File: src/shared/umd_defines.svh
// Constants for the message text display controller
`ifndef UMD_DEFINES_SVH
`define UMD_DEFINES_SVH

// Buffer word offsets above the word base
`define UMD_TEXT_FIRST     16'h0009
`define UMD_TEXT_LAST      16'h0028
// Screen geometry
`define UMD_LAST_COL       4'hF
`define UMD_LAST_BYTE      6'h3F
// Accepted single-byte code ranges
`define UMD_SB1_LO         8'h20
`define UMD_SB1_HI         8'h7D
`define UMD_SB2_LO         8'hA1
`define UMD_SB2_HI         8'hDF
// Two-byte lead byte ranges
`define UMD_LEAD1_LO       8'h81
`define UMD_LEAD1_HI       8'h9F
`define UMD_LEAD2_LO       8'hE0
`define UMD_LEAD2_HI       8'hEF
// Blank character
`define UMD_SPACE          8'h20
// Refresh timing
`define UMD_CLK_HZ         20000000
`define UMD_REFRESH_MS     100
`define UMD_REFRESH_CYCLES ((`UMD_CLK_HZ / 1000) * `UMD_REFRESH_MS)

`endif

File: src/shared/umd_pkg.sv
// Types for the message text display controller
package umd_pkg;

    // Which screen the display shows
    typedef enum logic [1:0]
    {
        SCR_MAIN    = 2'h0,
        SCR_MESSAGE = 2'h1,
        SCR_MENU    = 2'h3,
        SCR_USERDEV = 2'h2
    } screen_t;

    // Buffer scan sequencer
    typedef enum logic [2:0]
    {
        SCAN_IDLE  = 3'h0,
        SCAN_FETCH = 3'h1,
        SCAN_WAIT  = 3'h3,
        SCAN_LATCH = 3'h2,
        SCAN_EMIT  = 3'h6
    } scan_t;

    // How a character cell is rendered
    typedef enum logic [1:0]
    {
        KIND_SINGLE = 2'h0,
        KIND_LEAD   = 2'h1,
        KIND_TRAIL  = 2'h2,
        KIND_BLANK  = 2'h3
    } char_kind_t;

endpackage

File: src/shared/umd_char_if.sv
// Byte stream between the buffer scanner and the character filter
`timescale 1ns/1ps
`default_nettype none

interface umd_char_if;
    logic                  in_valid;   // Byte offered
    logic [7:0]            in_code;    // Raw buffer byte
    logic [5:0]            in_pos;     // Line in [5:4], column in [3:0]
    logic                  in_first;   // First byte of a frame
    logic                  out_valid;  // Cell ready
    logic [7:0]            out_code;   // Code to render
    umd_pkg::char_kind_t   out_kind;   // Rendering kind
    logic [5:0]            out_pos;    // Cell position
    logic                  out_first;  // First cell of a frame

    modport feeder (output in_valid, in_code, in_pos, in_first,
                    input  out_valid, out_code, out_kind, out_pos, out_first);
    modport filter (input  in_valid, in_code, in_pos, in_first,
                    output out_valid, out_code, out_kind, out_pos, out_first);
endinterface

`default_nettype wire

File: src/umd_char_filter.sv
// Character code check and two-byte pairing
`timescale 1ns/1ps
`default_nettype none
`include "umd_defines.svh"

module umd_char_filter
(
    // Clock and reset
    input  wire logic       clk_sys_in,
    input  wire logic       rst_n_in,
    // Byte stream
    umd_char_if.filter      chr
);

    logic                 pair;        // Previous byte was a lead, this is its trail
    logic                 pend;        // Lead cut at line end, next byte is blanked
    logic                 next_pair;
    logic                 next_pend;
    logic                 next_valid;
    logic [7:0]           next_code;
    umd_pkg::char_kind_t  next_kind;
    logic                 is_lead;
    logic                 is_single;
    logic                 pair_in;
    logic                 pend_in;

    // ------------------------------------------------------------
    // Classification
    // ------------------------------------------------------------
    // Ranges of accepted codes
    always_comb
    begin
        is_single = ((chr.in_code >= `UMD_SB1_LO) && (chr.in_code <= `UMD_SB1_HI)) ||
                    ((chr.in_code >= `UMD_SB2_LO) && (chr.in_code <= `UMD_SB2_HI));
        is_lead   = ((chr.in_code >= `UMD_LEAD1_LO) && (chr.in_code <= `UMD_LEAD1_HI)) ||
                    ((chr.in_code >= `UMD_LEAD2_LO) && (chr.in_code <= `UMD_LEAD2_HI));
        // A new frame forgets any pairing left over
        pair_in   = pair && !chr.in_first;
        pend_in   = pend && !chr.in_first;
    end

    // Next cell and pairing state
    always_comb
    begin
        next_pair  = pair;
        next_pend  = pend;
        next_valid = chr.in_valid;
        next_code  = chr.out_code;
        next_kind  = chr.out_kind;
        if (chr.in_valid)
        begin
            next_pair = 1'b0;
            next_pend = 1'b0;
            if (pair_in)
            begin
                // Second half of a two-byte character
                next_code = chr.in_code;
                next_kind = umd_pkg::KIND_TRAIL;
            end
            else if (pend_in)
            begin
                // Tail of a character cut by the line end
                next_code = `UMD_SPACE;
                next_kind = umd_pkg::KIND_BLANK;
            end
            else if (is_lead && (chr.in_pos[3:0] == `UMD_LAST_COL))
            begin
                // Lead in the last column would straddle lines
                next_code = `UMD_SPACE;
                next_kind = umd_pkg::KIND_BLANK;
                next_pend = 1'b1;
            end
            else if (is_lead)
            begin
                // First half of a two-byte character
                next_code = chr.in_code;
                next_kind = umd_pkg::KIND_LEAD;
                next_pair = 1'b1;
            end
            else if (is_single)
            begin
                next_code = chr.in_code;
                next_kind = umd_pkg::KIND_SINGLE;
            end
            else
            begin
                // Codes outside the accepted sets show blank
                next_code = `UMD_SPACE;
                next_kind = umd_pkg::KIND_BLANK;
            end
        end
    end

    // Registers
    always_ff @(posedge clk_sys_in or negedge rst_n_in)
    begin
        if (!rst_n_in)
        begin
            pair          <= 1'b0;
            pend          <= 1'b0;
            chr.out_valid <= 1'b0;
            chr.out_code  <= 8'h00;
            chr.out_kind  <= umd_pkg::KIND_BLANK;
            chr.out_pos   <= 6'h00;
            chr.out_first <= 1'b0;
        end
        else
        begin
            pair          <= next_pair;
            pend          <= next_pend;
            chr.out_valid <= next_valid;
            chr.out_code  <= next_code;
            chr.out_kind  <= next_kind;
            chr.out_pos   <= chr.in_pos;
            chr.out_first <= chr.in_first;
        end
    end

    // ------------------------------------------------------------
    // Checks
    // ------------------------------------------------------------
    AST_SINGLE_PASSES: assert property (
        @(posedge clk_sys_in) disable iff (!rst_n_in)
        (chr.in_valid && !pair_in && !pend_in && is_single)
        |=> (chr.out_code == $past(chr.in_code)) && (chr.out_kind == umd_pkg::KIND_SINGLE))
        else $error("accepted single-byte code not passed");

    AST_PAIR_KEPT: assert property (
        @(posedge clk_sys_in) disable iff (!rst_n_in)
        (chr.in_valid && !pair_in && !pend_in && is_lead && (chr.in_pos[3:0] != `UMD_LAST_COL))
        |=> (chr.out_kind == umd_pkg::KIND_LEAD)
            ##1 (!$past(chr.in_valid) || $past(chr.in_first) ||
                 (chr.out_kind == umd_pkg::KIND_TRAIL)))
        else $error("two-byte character not kept as a pair");

    AST_STRADDLE_BLANK: assert property (
        @(posedge clk_sys_in) disable iff (!rst_n_in)
        (chr.in_valid && !pair_in && !pend_in && is_lead && (chr.in_pos[3:0] == `UMD_LAST_COL))
        |=> (chr.out_code == `UMD_SPACE) ##4 (!$past(chr.in_valid) || $past(chr.in_first) ||
                                            (chr.out_kind == umd_pkg::KIND_BLANK)))
        else $error("straddling character not blanked");

endmodule

`default_nettype wire

File: src/umd_text_display.sv
// Message screen control and message buffer scanner
`timescale 1ns/1ps
`default_nettype none
`include "umd_defines.svh"

// Function
// - Text held and read only at offsets 9-40
// - Accept single bytes 20-7D and A1-DF
// - Render two-byte Shift JIS characters as pairs
// - Four lines of sixteen, eight words each
// - Low byte left, high byte right
// - Command on enters message only from main
// - Command off returns to main screen
// - Status high on user-device or message screen
// - Line-straddling two-byte character shows two spaces
module umd_text_display
#(
    parameter int unsigned REFRESH_CYCLES = `UMD_REFRESH_CYCLES  // Cycles between rescans
)
(
    // Clock and reset
    input  wire logic                clk_sys_in,
    input  wire logic                rst_n_in,
    // Controller bits and word base
    input  wire logic                show_cmd_in,      // Message display command bit
    input  wire logic [15:0]         word_base_in,     // Base of the system words
    output logic                     screen_flag_out,  // Status bit
    // Operator keys, one-cycle pulses
    input  wire logic                key_ok_in,        // To the menu screen
    input  wire logic                key_back_in,      // Menu back to main
    input  wire logic                key_userdev_in,   // Menu to user-device monitor
    // Buffer word read port
    output logic                     rd_en_out,
    output logic [15:0]              rd_addr_out,
    input  wire logic [15:0]         rd_data_in,
    // Character cells to the panel
    output logic                     char_valid_out,
    output logic [7:0]               char_code_out,
    output umd_pkg::char_kind_t      char_kind_out,
    output logic [1:0]               char_line_out,
    output logic [3:0]               char_col_out,
    output logic                     frame_start_out,
    output umd_pkg::screen_t         screen_out
);

    umd_char_if              chr ();       // Scanner to filter stream

    umd_pkg::screen_t        screen;       // Screen shown
    umd_pkg::screen_t        next_screen;
    umd_pkg::scan_t          scan;         // Scanner state
    umd_pkg::scan_t          next_scan;
    logic [5:0]              byte_idx;     // Byte being scanned
    logic [5:0]              next_byte_idx;
    logic [15:0]             word_q;       // Word being emitted
    logic [15:0]             next_word_q;
    logic [15:0]             base_q;       // Base held for one frame
    logic [15:0]             next_base_q;
    logic [31:0]             refresh_cnt;  // Cycles to the next rescan
    logic [31:0]             next_refresh_cnt;
    logic                    next_rd_en;
    logic [15:0]             next_rd_addr;
    logic                    next_flag;

    // ------------------------------------------------------------
    // Screen selection
    // ------------------------------------------------------------
    // Next screen from command bit and keys
    always_comb
    begin
        next_screen = screen;
        case (screen)
            umd_pkg::SCR_MAIN:
            begin
                if (show_cmd_in)
                    next_screen = umd_pkg::SCR_MESSAGE;
                else if (key_ok_in)
                    next_screen = umd_pkg::SCR_MENU;
            end
            umd_pkg::SCR_MESSAGE:
            begin
                if (!show_cmd_in)
                    next_screen = umd_pkg::SCR_MAIN;
                else if (key_ok_in)
                    next_screen = umd_pkg::SCR_MENU;
            end
            umd_pkg::SCR_MENU:
            begin
                // Command is ignored on the menu and user-device screens
                if (key_back_in)
                    next_screen = umd_pkg::SCR_MAIN;
                else if (key_userdev_in)
                    next_screen = umd_pkg::SCR_USERDEV;
            end
            umd_pkg::SCR_USERDEV:
            begin
                if (key_back_in)
                    next_screen = umd_pkg::SCR_MENU;
            end
            default:
                next_screen = umd_pkg::SCR_MAIN;
        endcase
        next_flag = (next_screen == umd_pkg::SCR_MESSAGE) ||
                    (next_screen == umd_pkg::SCR_USERDEV);
    end

    // ------------------------------------------------------------
    // Buffer scanner
    // ------------------------------------------------------------
    // Fetch each word, then emit its low and high bytes
    always_comb
    begin
        next_scan        = scan;
        next_byte_idx    = byte_idx;
        next_word_q      = word_q;
        next_base_q      = base_q;
        next_rd_en       = 1'b0;
        next_rd_addr     = rd_addr_out;
        next_refresh_cnt = refresh_cnt;
        if (screen != umd_pkg::SCR_MESSAGE)
        begin
            // Next entry starts a scan at once
            next_scan        = umd_pkg::SCAN_IDLE;
            next_refresh_cnt = 32'h0000_0000;
        end
        else
        begin
            if (refresh_cnt != 32'h0000_0000)
                next_refresh_cnt = refresh_cnt - 32'h0000_0001;
            case (scan)
                umd_pkg::SCAN_IDLE:
                begin
                    if (refresh_cnt == 32'h0000_0000)
                    begin
                        next_scan        = umd_pkg::SCAN_FETCH;
                        next_byte_idx    = 6'h00;
                        next_base_q      = word_base_in;
                        next_refresh_cnt = 32'(REFRESH_CYCLES - 1);
                    end
                end
                umd_pkg::SCAN_FETCH:
                begin
                    next_rd_en   = 1'b1;
                    next_rd_addr = base_q + `UMD_TEXT_FIRST + {11'h000, byte_idx[5:1]};
                    next_scan    = umd_pkg::SCAN_WAIT;
                end
                umd_pkg::SCAN_WAIT:
                    next_scan = umd_pkg::SCAN_LATCH;
                umd_pkg::SCAN_LATCH:
                begin
                    next_word_q = rd_data_in;
                    next_scan   = umd_pkg::SCAN_EMIT;
                end
                umd_pkg::SCAN_EMIT:
                begin
                    next_byte_idx = byte_idx + 6'h01;
                    if (byte_idx == `UMD_LAST_BYTE)
                        next_scan = umd_pkg::SCAN_IDLE;
                    else if (byte_idx[0])
                        next_scan = umd_pkg::SCAN_FETCH;
                end
                default:
                    next_scan = umd_pkg::SCAN_IDLE;
            endcase
        end
    end

    // Byte offered to the filter, low byte on the left
    always_comb
    begin
        chr.in_valid = (scan == umd_pkg::SCAN_EMIT);
        chr.in_code  = byte_idx[0] ? word_q[15:8] : word_q[7:0];
        chr.in_pos   = byte_idx;
        chr.in_first = (byte_idx == 6'h00);
    end

    umd_char_filter u_filter
    (
        .clk_sys_in (clk_sys_in),
        .rst_n_in   (rst_n_in),
        .chr        (chr.filter)
    );

    // Registers
    always_ff @(posedge clk_sys_in or negedge rst_n_in)
    begin
        if (!rst_n_in)
        begin
            screen          <= umd_pkg::SCR_MAIN;
            scan            <= umd_pkg::SCAN_IDLE;
            byte_idx        <= 6'h00;
            word_q          <= 16'h0000;
            base_q          <= 16'h0000;
            refresh_cnt     <= 32'h0000_0000;
            rd_en_out       <= 1'b0;
            rd_addr_out     <= 16'h0000;
            screen_flag_out <= 1'b0;
            screen_out      <= umd_pkg::SCR_MAIN;
            char_valid_out  <= 1'b0;
            char_code_out   <= 8'h00;
            char_kind_out   <= umd_pkg::KIND_BLANK;
            char_line_out   <= 2'h0;
            char_col_out    <= 4'h0;
            frame_start_out <= 1'b0;
        end
        else
        begin
            screen          <= next_screen;
            scan            <= next_scan;
            byte_idx        <= next_byte_idx;
            word_q          <= next_word_q;
            base_q          <= next_base_q;
            refresh_cnt     <= next_refresh_cnt;
            rd_en_out       <= next_rd_en;
            rd_addr_out     <= next_rd_addr;
            screen_flag_out <= next_flag;
            screen_out      <= next_screen;
            char_valid_out  <= chr.out_valid;
            char_code_out   <= chr.out_code;
            char_kind_out   <= chr.out_kind;
            char_line_out   <= chr.out_pos[5:4];
            char_col_out    <= chr.out_pos[3:0];
            frame_start_out <= chr.out_valid && chr.out_first;
        end
    end

    // ------------------------------------------------------------
    // Checks
    // ------------------------------------------------------------
    AST_READ_RANGE: assert property (
        @(posedge clk_sys_in) disable iff (!rst_n_in)
        rd_en_out |-> ((rd_addr_out - base_q) >= `UMD_TEXT_FIRST) &&
                      ((rd_addr_out - base_q) <= `UMD_TEXT_LAST))
        else $error("buffer read outside the text words");

    AST_LINE_WORDS: assert property (
        @(posedge clk_sys_in) disable iff (!rst_n_in)
        (rd_en_out && (scan == umd_pkg::SCAN_WAIT) && (screen == umd_pkg::SCR_MESSAGE))
        ##1 (screen == umd_pkg::SCR_MESSAGE)
        |-> ##3 (char_valid_out && (char_line_out == $past(byte_idx[5:4], 4)) &&
             (char_col_out == {$past(byte_idx[3:1], 4), 1'b0}) && ($past(rd_addr_out, 4) ==
             $past(base_q, 4) + `UMD_TEXT_FIRST + {11'h000, char_line_out, char_col_out[3:1]})))
        else $error("word not placed at its line and column");

    AST_LOW_LEFT: assert property (
        @(posedge clk_sys_in) disable iff (!rst_n_in)
        (scan == umd_pkg::SCAN_EMIT) && !byte_idx[0] && (screen == umd_pkg::SCR_MESSAGE) |->
        (chr.in_code == word_q[7:0]) ##1
        (byte_idx[0] && (chr.in_code == word_q[15:8])))
        else $error("byte order within a word wrong");

    AST_ENTER_FROM_MAIN: assert property (
        @(posedge clk_sys_in) disable iff (!rst_n_in)
        (screen == umd_pkg::SCR_MAIN) && show_cmd_in |=> (screen == umd_pkg::SCR_MESSAGE))
        else $error("command did not open the message screen");

    AST_IGNORED_ELSEWHERE: assert property (
        @(posedge clk_sys_in) disable iff (!rst_n_in)
        (screen != umd_pkg::SCR_MAIN) && (screen != umd_pkg::SCR_MESSAGE)
        |=> (screen != umd_pkg::SCR_MESSAGE))
        else $error("message screen opened away from main");

    AST_LEAVE_ON_OFF: assert property (
        @(posedge clk_sys_in) disable iff (!rst_n_in)
        (screen == umd_pkg::SCR_MESSAGE) && !show_cmd_in |=> (screen == umd_pkg::SCR_MAIN))
        else $error("command off did not return to main");

    AST_STATUS_FLAG: assert property (
        @(posedge clk_sys_in) disable iff (!rst_n_in)
        ##1 (screen_flag_out == ((screen == umd_pkg::SCR_MESSAGE) ||
                                 (screen == umd_pkg::SCR_USERDEV))))
        else $error("status bit does not follow the screen");

    AST_RESCAN: assert property (
        @(posedge clk_sys_in) disable iff (!rst_n_in)
        $rose(screen == umd_pkg::SCR_MESSAGE) && show_cmd_in && !key_ok_in
        |=> (scan == umd_pkg::SCAN_FETCH) ##1 rd_en_out)
        else $error("message screen did not start a buffer scan");

endmodule

`default_nettype wire

File: config.mk
export PLATFORM = sky130hd
export DESIGN_NAME = umd_text_display
export DESIGN_NICKNAME = d
export VERILOG_FILES = /design/src/shared/umd_pkg.sv /design/src/shared/umd_char_if.sv /design/src/umd_char_filter.sv /design/src/umd_text_display.sv
export VERILOG_INCLUDE_DIRS = /design/src /design/src/shared
export SDC_FILE = /design/constraint.sdc
export NUM_CORES = 1
export LEC_CHECK = 0
export BUFFER_PORTS_ARGS = -buffer_cell sky130_fd_sc_hd__buf_2
export CAP_MARGIN = 15
export CORE_UTILIZATION = 58
export CTS_CLUSTER_SIZE = 20
export DETAILED_ROUTE_END_ITERATION = 12
export GPL_ROUTABILITY_DRIVEN = 0
export GPL_TIMING_DRIVEN = 0
export PLACE_DENSITY = 0.8
export SETUP_SLACK_MARGIN = 0.2
export SLEW_MARGIN = 20
export SYNTH_ARGS = -nofsm -noshare
export SYNTH_HDL_FRONTEND = slang
export SYNTH_SLANG_ARGS = --single-unit
File: constraint.sdc
create_clock -name clk_sys_in -period 3.5 [get_ports clk_sys_in]
set_input_delay 0.175 -clock clk_sys_in [delete_from_list [all_inputs] [get_ports clk_sys_in]]
set_output_delay 0.175 -clock clk_sys_in [all_outputs]
set_load 0.02 [all_outputs]
# Word level (Yosys, flattened, before mapping)
# Index checks and enable logic that the tools add are counted.
# totals
reg_bits	131
inputBits	38
output_inout_bits	38
elab_cells	111
# classes
addsub	4
magnitude_cmp	8
eq_ne	15
muxes	38
bitwise_logic	1
n_reduce_logical	23
# op_table
cell	count
32-bit 2-to-1 mux	4
8-bit 2-to-1 mux	6
32-bit zero test	1
32-bit nonzero test	1
32-bit by 1-bit subtractor with 32-bit output, second input constant	1
8-bit greater-or-equal comparator, second input constant	3
8-bit <= comparator, second input constant	3
2-bit 2-to-1 mux	11
16-bit by 4-bit adder with 16-bit output, second input constant	1
16-bit by 5-bit adder with 16-bit output	1
3-bit one-hot mux with 5 select lines	1
3-bit 2-to-1 mux	4
6-bit one-hot mux with 2 select lines	1
1-bit 2-to-1 mux	9
8-bit by 6-bit greater-or-equal comparator with 1-bit output, second input constant	1
8-bit by 7-bit <= comparator with 1-bit output, second input constant	1
1-bit logical AND	8
2-bit one-hot mux with 4 select lines	1
6-bit by 1-bit adder with 6-bit output, second input constant	1
2-bit equality test, second input constant	3
3-bit by 2-bit equality test with 1-bit output, second input constant	2
6-bit equality test, second input constant	1
6-bit zero test	1
6-bit 2-to-1 mux	1
other kinds (16)	22

# Longest topological paths before layout
# logic_depth
depth_word	9
depth_mapped	11
depth_no_buf	11

# Modules after synthesis
# A second synthesis with hierarchy kept.
# hier_totals
cells_unflattened	524
area_unflattened_um2	5948.2
# modules_own_cells
mod	instances	cells_per_inst	area_per_inst_um2	seq_area_each_um2
umd_text_display	1	459	5111.2	2780.2
umd_char_filter	1	65	837.1	503.0

# Worst setup path after synthesis
# Ideal clock, no wire load.
# synth_path
path_kind	register -> register
startpoint	register refresh_cnt[14]
endpoint	register refresh_cnt[4]
setup_ps	138
t_arrival_ps	2633
required_ps	3362
slack_ps	729
path_stages_with_launch	9
n_path_buf	2
period_less_slack_ps	2771
path_cell_list	dfrtp_1 > or4_4 > or4_4 > buf_6 > or4_4 > buf_6 > or2_4 > a21oi_1 > a211oi_1
# synth_between
elab_chain_cells	5
elab_cells_between_ends	6
cone_classes	4 x mux; 2 x reduce/logical
# synth_lines
item	line	text
from (decl)	umd_text_display.sv:58	logic [31:0] refresh_cnt;
from (signal assigned)	umd_text_display.sv:212	refresh_cnt <= next_refresh_cnt;
32-bit nonzero test	umd_text_display.sv:127	if (refresh_cnt != 32'h0000_0000)
32-bit 2-to-1 mux	umd_text_display.sv:127	
32-bit 2-to-1 mux	umd_text_display.sv:132	if (refresh_cnt == 32'h0000_0000)
32-bit 2-to-1 mux (*)	umd_text_display.sv:129	case (scan)
32-bit 2-to-1 mux (*)	umd_text_display.sv:119	if (screen != umd_pkg::SCR_MESSAGE)
named net next_refresh_cnt[4]	umd_text_display.sv:59	logic [31:0] next_refresh_cnt;
# The timed path passes the listed nets; every way through them passes the cells marked *.
# A chain may end at the register's enable or synchronous reset.

# Worst setup path after layout
# layout_path
startpoint	register refresh_cnt[27]
endpoint	register refresh_cnt[29]
# layout_between
elab_chain_cells	5
elab_cells_between_ends	7
cone_classes	1 x add/sub; 4 x mux; 2 x reduce/logical
# layout_lines
item	line
32-bit by 1-bit subtractor with 32-bit output or 32-bit nonzero test (tied branches)	umd_text_display.sv:128, umd_text_display.sv:127
32-bit 2-to-1 mux	umd_text_display.sv:127
32-bit 2-to-1 mux	umd_text_display.sv:132
32-bit 2-to-1 mux (*)	umd_text_display.sv:129
32-bit 2-to-1 mux (*)	umd_text_display.sv:119
named net next_refresh_cnt[29]	umd_text_display.sv:59
# Marks and branches as above.

==> flow_summary.ini <==
[hold_path]
min_to = screen[1]
hold_path_class = in -> reg
min-delay-start = key_back_in
holdPathStages = 4

[detailed_routing]
drt_iter0_drc = 267
wl_per_cell_um = 16.8
via_per_inst = 5.72
first_pass_iters = 5
wirelength_um = 13600
drc = 0
vias = 4624
antenna_left = 0

[critical_path]
reg2reg_to = refresh_cnt[29]
cp_data_arrival_time_ns = 3.56
r2r_cells = 7
end_kind = register
critPathMaxFanout = 10
path_class = reg -> reg
worstPathRequired_ns = 3.90
r2r_start = refresh_cnt[27]
ff2ff_setup_slack_ns = 0.34
worstSetupStartpointType = register

[grt]
antenna_found_initial = 0
grt_max_degree = 69
grt_usage_pct = 28.3
grt_pass1_vias = 4754
grt.overflow.total = 0
grt_pass1_wl_um = 22600

[sta]
setup_tns_ns = 0
setup_viol = 0
period_needed_ns = 3.16
slew_headroom_pct = 40.7
worst_pin_slew_ns = 0.883
period_share_pct = 90.2
fmax_ghz = 0.317
rsz0062_at_grt = false
slew_viol_final = 0
finClkSkew_ns = 0.00710
hold_violations = 0

[finish]
layout_common_cells = 127 x dfrtp_1, 76 x buf_2, 49 x nand2_1
utilization_pct = 75.9
syn_to_final_growth_pct = 25.5
final_common_cell = dfrtp_1
drive_above_1_share_pct = 25.3
antennaDiodeCount = 0
nets = 716
fin_cells = 808

[job]
drv_cap = 0

[die]
std_cell_rows = 36
die_area_um2 = 10700
die_x_um = 103
core_um2 = 9860
die_h_um = 103
ios = 76
start_util_pct = 60.5

[placement]
io_buffer_count = 75
placed_cells = 742
dp_hpwl_um = 8560

[power]
p_switching_w = 0.00275
cellPowerDensity_nw_per_um2 = 938
vdd_drop_max_mv = 0.567
p_total_w = 0.00703
combPwrFrac_pct = 42.0
clkPwrFrac_pct = 25.3
switching_share_pct = 39.2
seqPwrFrac_pct = 32.6
leakagePower_nw = 3.54
internal_power_w = 0.00427

[logic_synthesis]
avgSynthCellArea_um2 = 11.2
synth_ff_type = dfrtp_1
ys_seq_area_share_pct = 55.0
yosys_warnings = 0
async_reset_ff_share_pct = 100
syn_area_um2 = 5970
synthCells = 533
synth.net_count = 587
synth_edf_count = 0
synth_cell_types = 57
ys_ff_latch = 131

[cts]
htree_num_levels = 4
tritoncts = built
clk_latency_ns = 0.52
cts_buffer_depth = 2
ctsRootBufferMaster = clkbuf_8
cts.clk_slew.worst_paths_ns = 0.06
cts_setup_buffers = 0
cts_buffers = 17
clock_sinks = 131

[outcome]
outcome = finished clean
[cells in the mapped netlist (all sizes together), types with 5 or more instances]
cell type | count | area, µm²
nand2b | 5 | 31.3
clkbuf | 11 | 41.3
nand2 | 50 | 190
xor2 | 15 | 131
and2 | 5 | 31.3
o21ai | 25 | 125
buf | 6 | 47.5
nand3 | 8 | 45.0
nand4 | 6 | 52.6
dfrtp | 127 | 3180
xnor2 | 21 | 184
or3 | 8 | 50.1
a211oi | 13 | 97.6
inv | 16 | 60.1
nor3 | 15 | 80.1
mux2 | 34 | 383
nor2 | 47 | 176
ha | 15 | 188
or2 | 9 | 58.8
mux2i | 8 | 80.1
or4 | 8 | 71.3
nor4 | 15 | 109
a21oi | 18 | 93.8
[what timing repair did]
| item | 4_1_cts | 5_1_grt |
|---|---|---|
| hold endpoints to repair | 94 | 0 |
| setup endpoints to repair | 0 | 8 |
| hold buffers | 34 | 0 |
| resized for setup | 0 | 2 |
[layer usage]
layer	wire length, µm	track usage (%)	vias up
met2	6700	47.0	173
met1	5830	35.9	2240
met5	0	0	-
met4	315	11.4	0
li1	-	-	2169
met3	710	6.92	42
[how the worst max path moves through the flow]
stage | startpoint | endpoint | slack (ns)
2_1_floorplan | refresh_cnt[14] | refresh_cnt[4] | 0.73
3_3_place_gp | byte_idx[0] | u_filter.chr.out_code[5] | 0.45
3_5_place_dp | byte_idx[0] | u_filter.chr.out_code[5] | 0.36
4_1_cts | byte_idx[0] | u_filter.chr.out_code[5] | 0.37
5_1_grt | refresh_cnt[27] | refresh_cnt[29] | 0.23
6_report | refresh_cnt[27] | refresh_cnt[29] | 0.34
[sequential cells by signal, summed over array words and instances (netlist names), 2 cells and up]
signal	cells
base_q	16
byte_idx	6
char_code_out	8
char_col_out	4
char_kind_out	2
char_line_out	2
rd_addr_out	16
refresh_cnt	32
scan	3
screen	2
u_filter.chr.out_code	8
u_filter.chr.out_kind	2
u_filter.chr.out_pos	6
word_q	16
[final cells by class]
cell class	instances	area [µm²]
inverters	17	63.8
multi-input cells	368	2540
well taps	133	166
clock inverters	14	176
fillers	630	2380
repair buffers	110	749
flip-flops and latches	131	3280
plain buffers	17	88.8
clock buffers	18	418
[power by group through the flow]
stage	Clock (W)	Sequential [W]	Combinational, W
6_report	0.00178	0.00229	0.00295
3_5_place_dp	0	0.00229	0.00284
2_1_floorplan	0	0.00231	0.00211
4_1_cts	0.00179	0.00227	0.00292
5_1_grt	0.00186	0.00235	0.00328
3_3_place_gp	0	0.00226	0.00274
[logic make-up after synthesis]
family | after synthesis | synth area share (%)
adders and majority gates | 16 | 3.48
muxes | 42 | 7.76
AOI/OAI and AO/OA | 83 | 8.96
DFF | 131 | 55.0
buffers and inverters | 34 | 2.56
and+or+nand+nor | 191 | 16.9
xor gates and xnor gates | 36 | 5.29
[stage by stage]
step           setup WS (ns)  hold WS, ns  cell area, µm²
2_1_floorplan          0.729       -0.121            5970
3_3_place_gp           0.446        0.337            6510
3_5_place_dp           0.359        0.203            6540
4_1_cts                0.367      0.00160            7480
5_1_grt                0.226       0.0454            7490
6_report               0.344       0.0180            7490
[critical path: stages, from the launching register on]
cell     delay [ns]
dfrtp_1        0.39
or4_1          0.61
or4_1          0.52
nor2_1         0.47
nand3_2        0.38
nand2_2        0.32
buf_2          0.27
nor2_1         0.08
(Power assumes the default switching activity.)
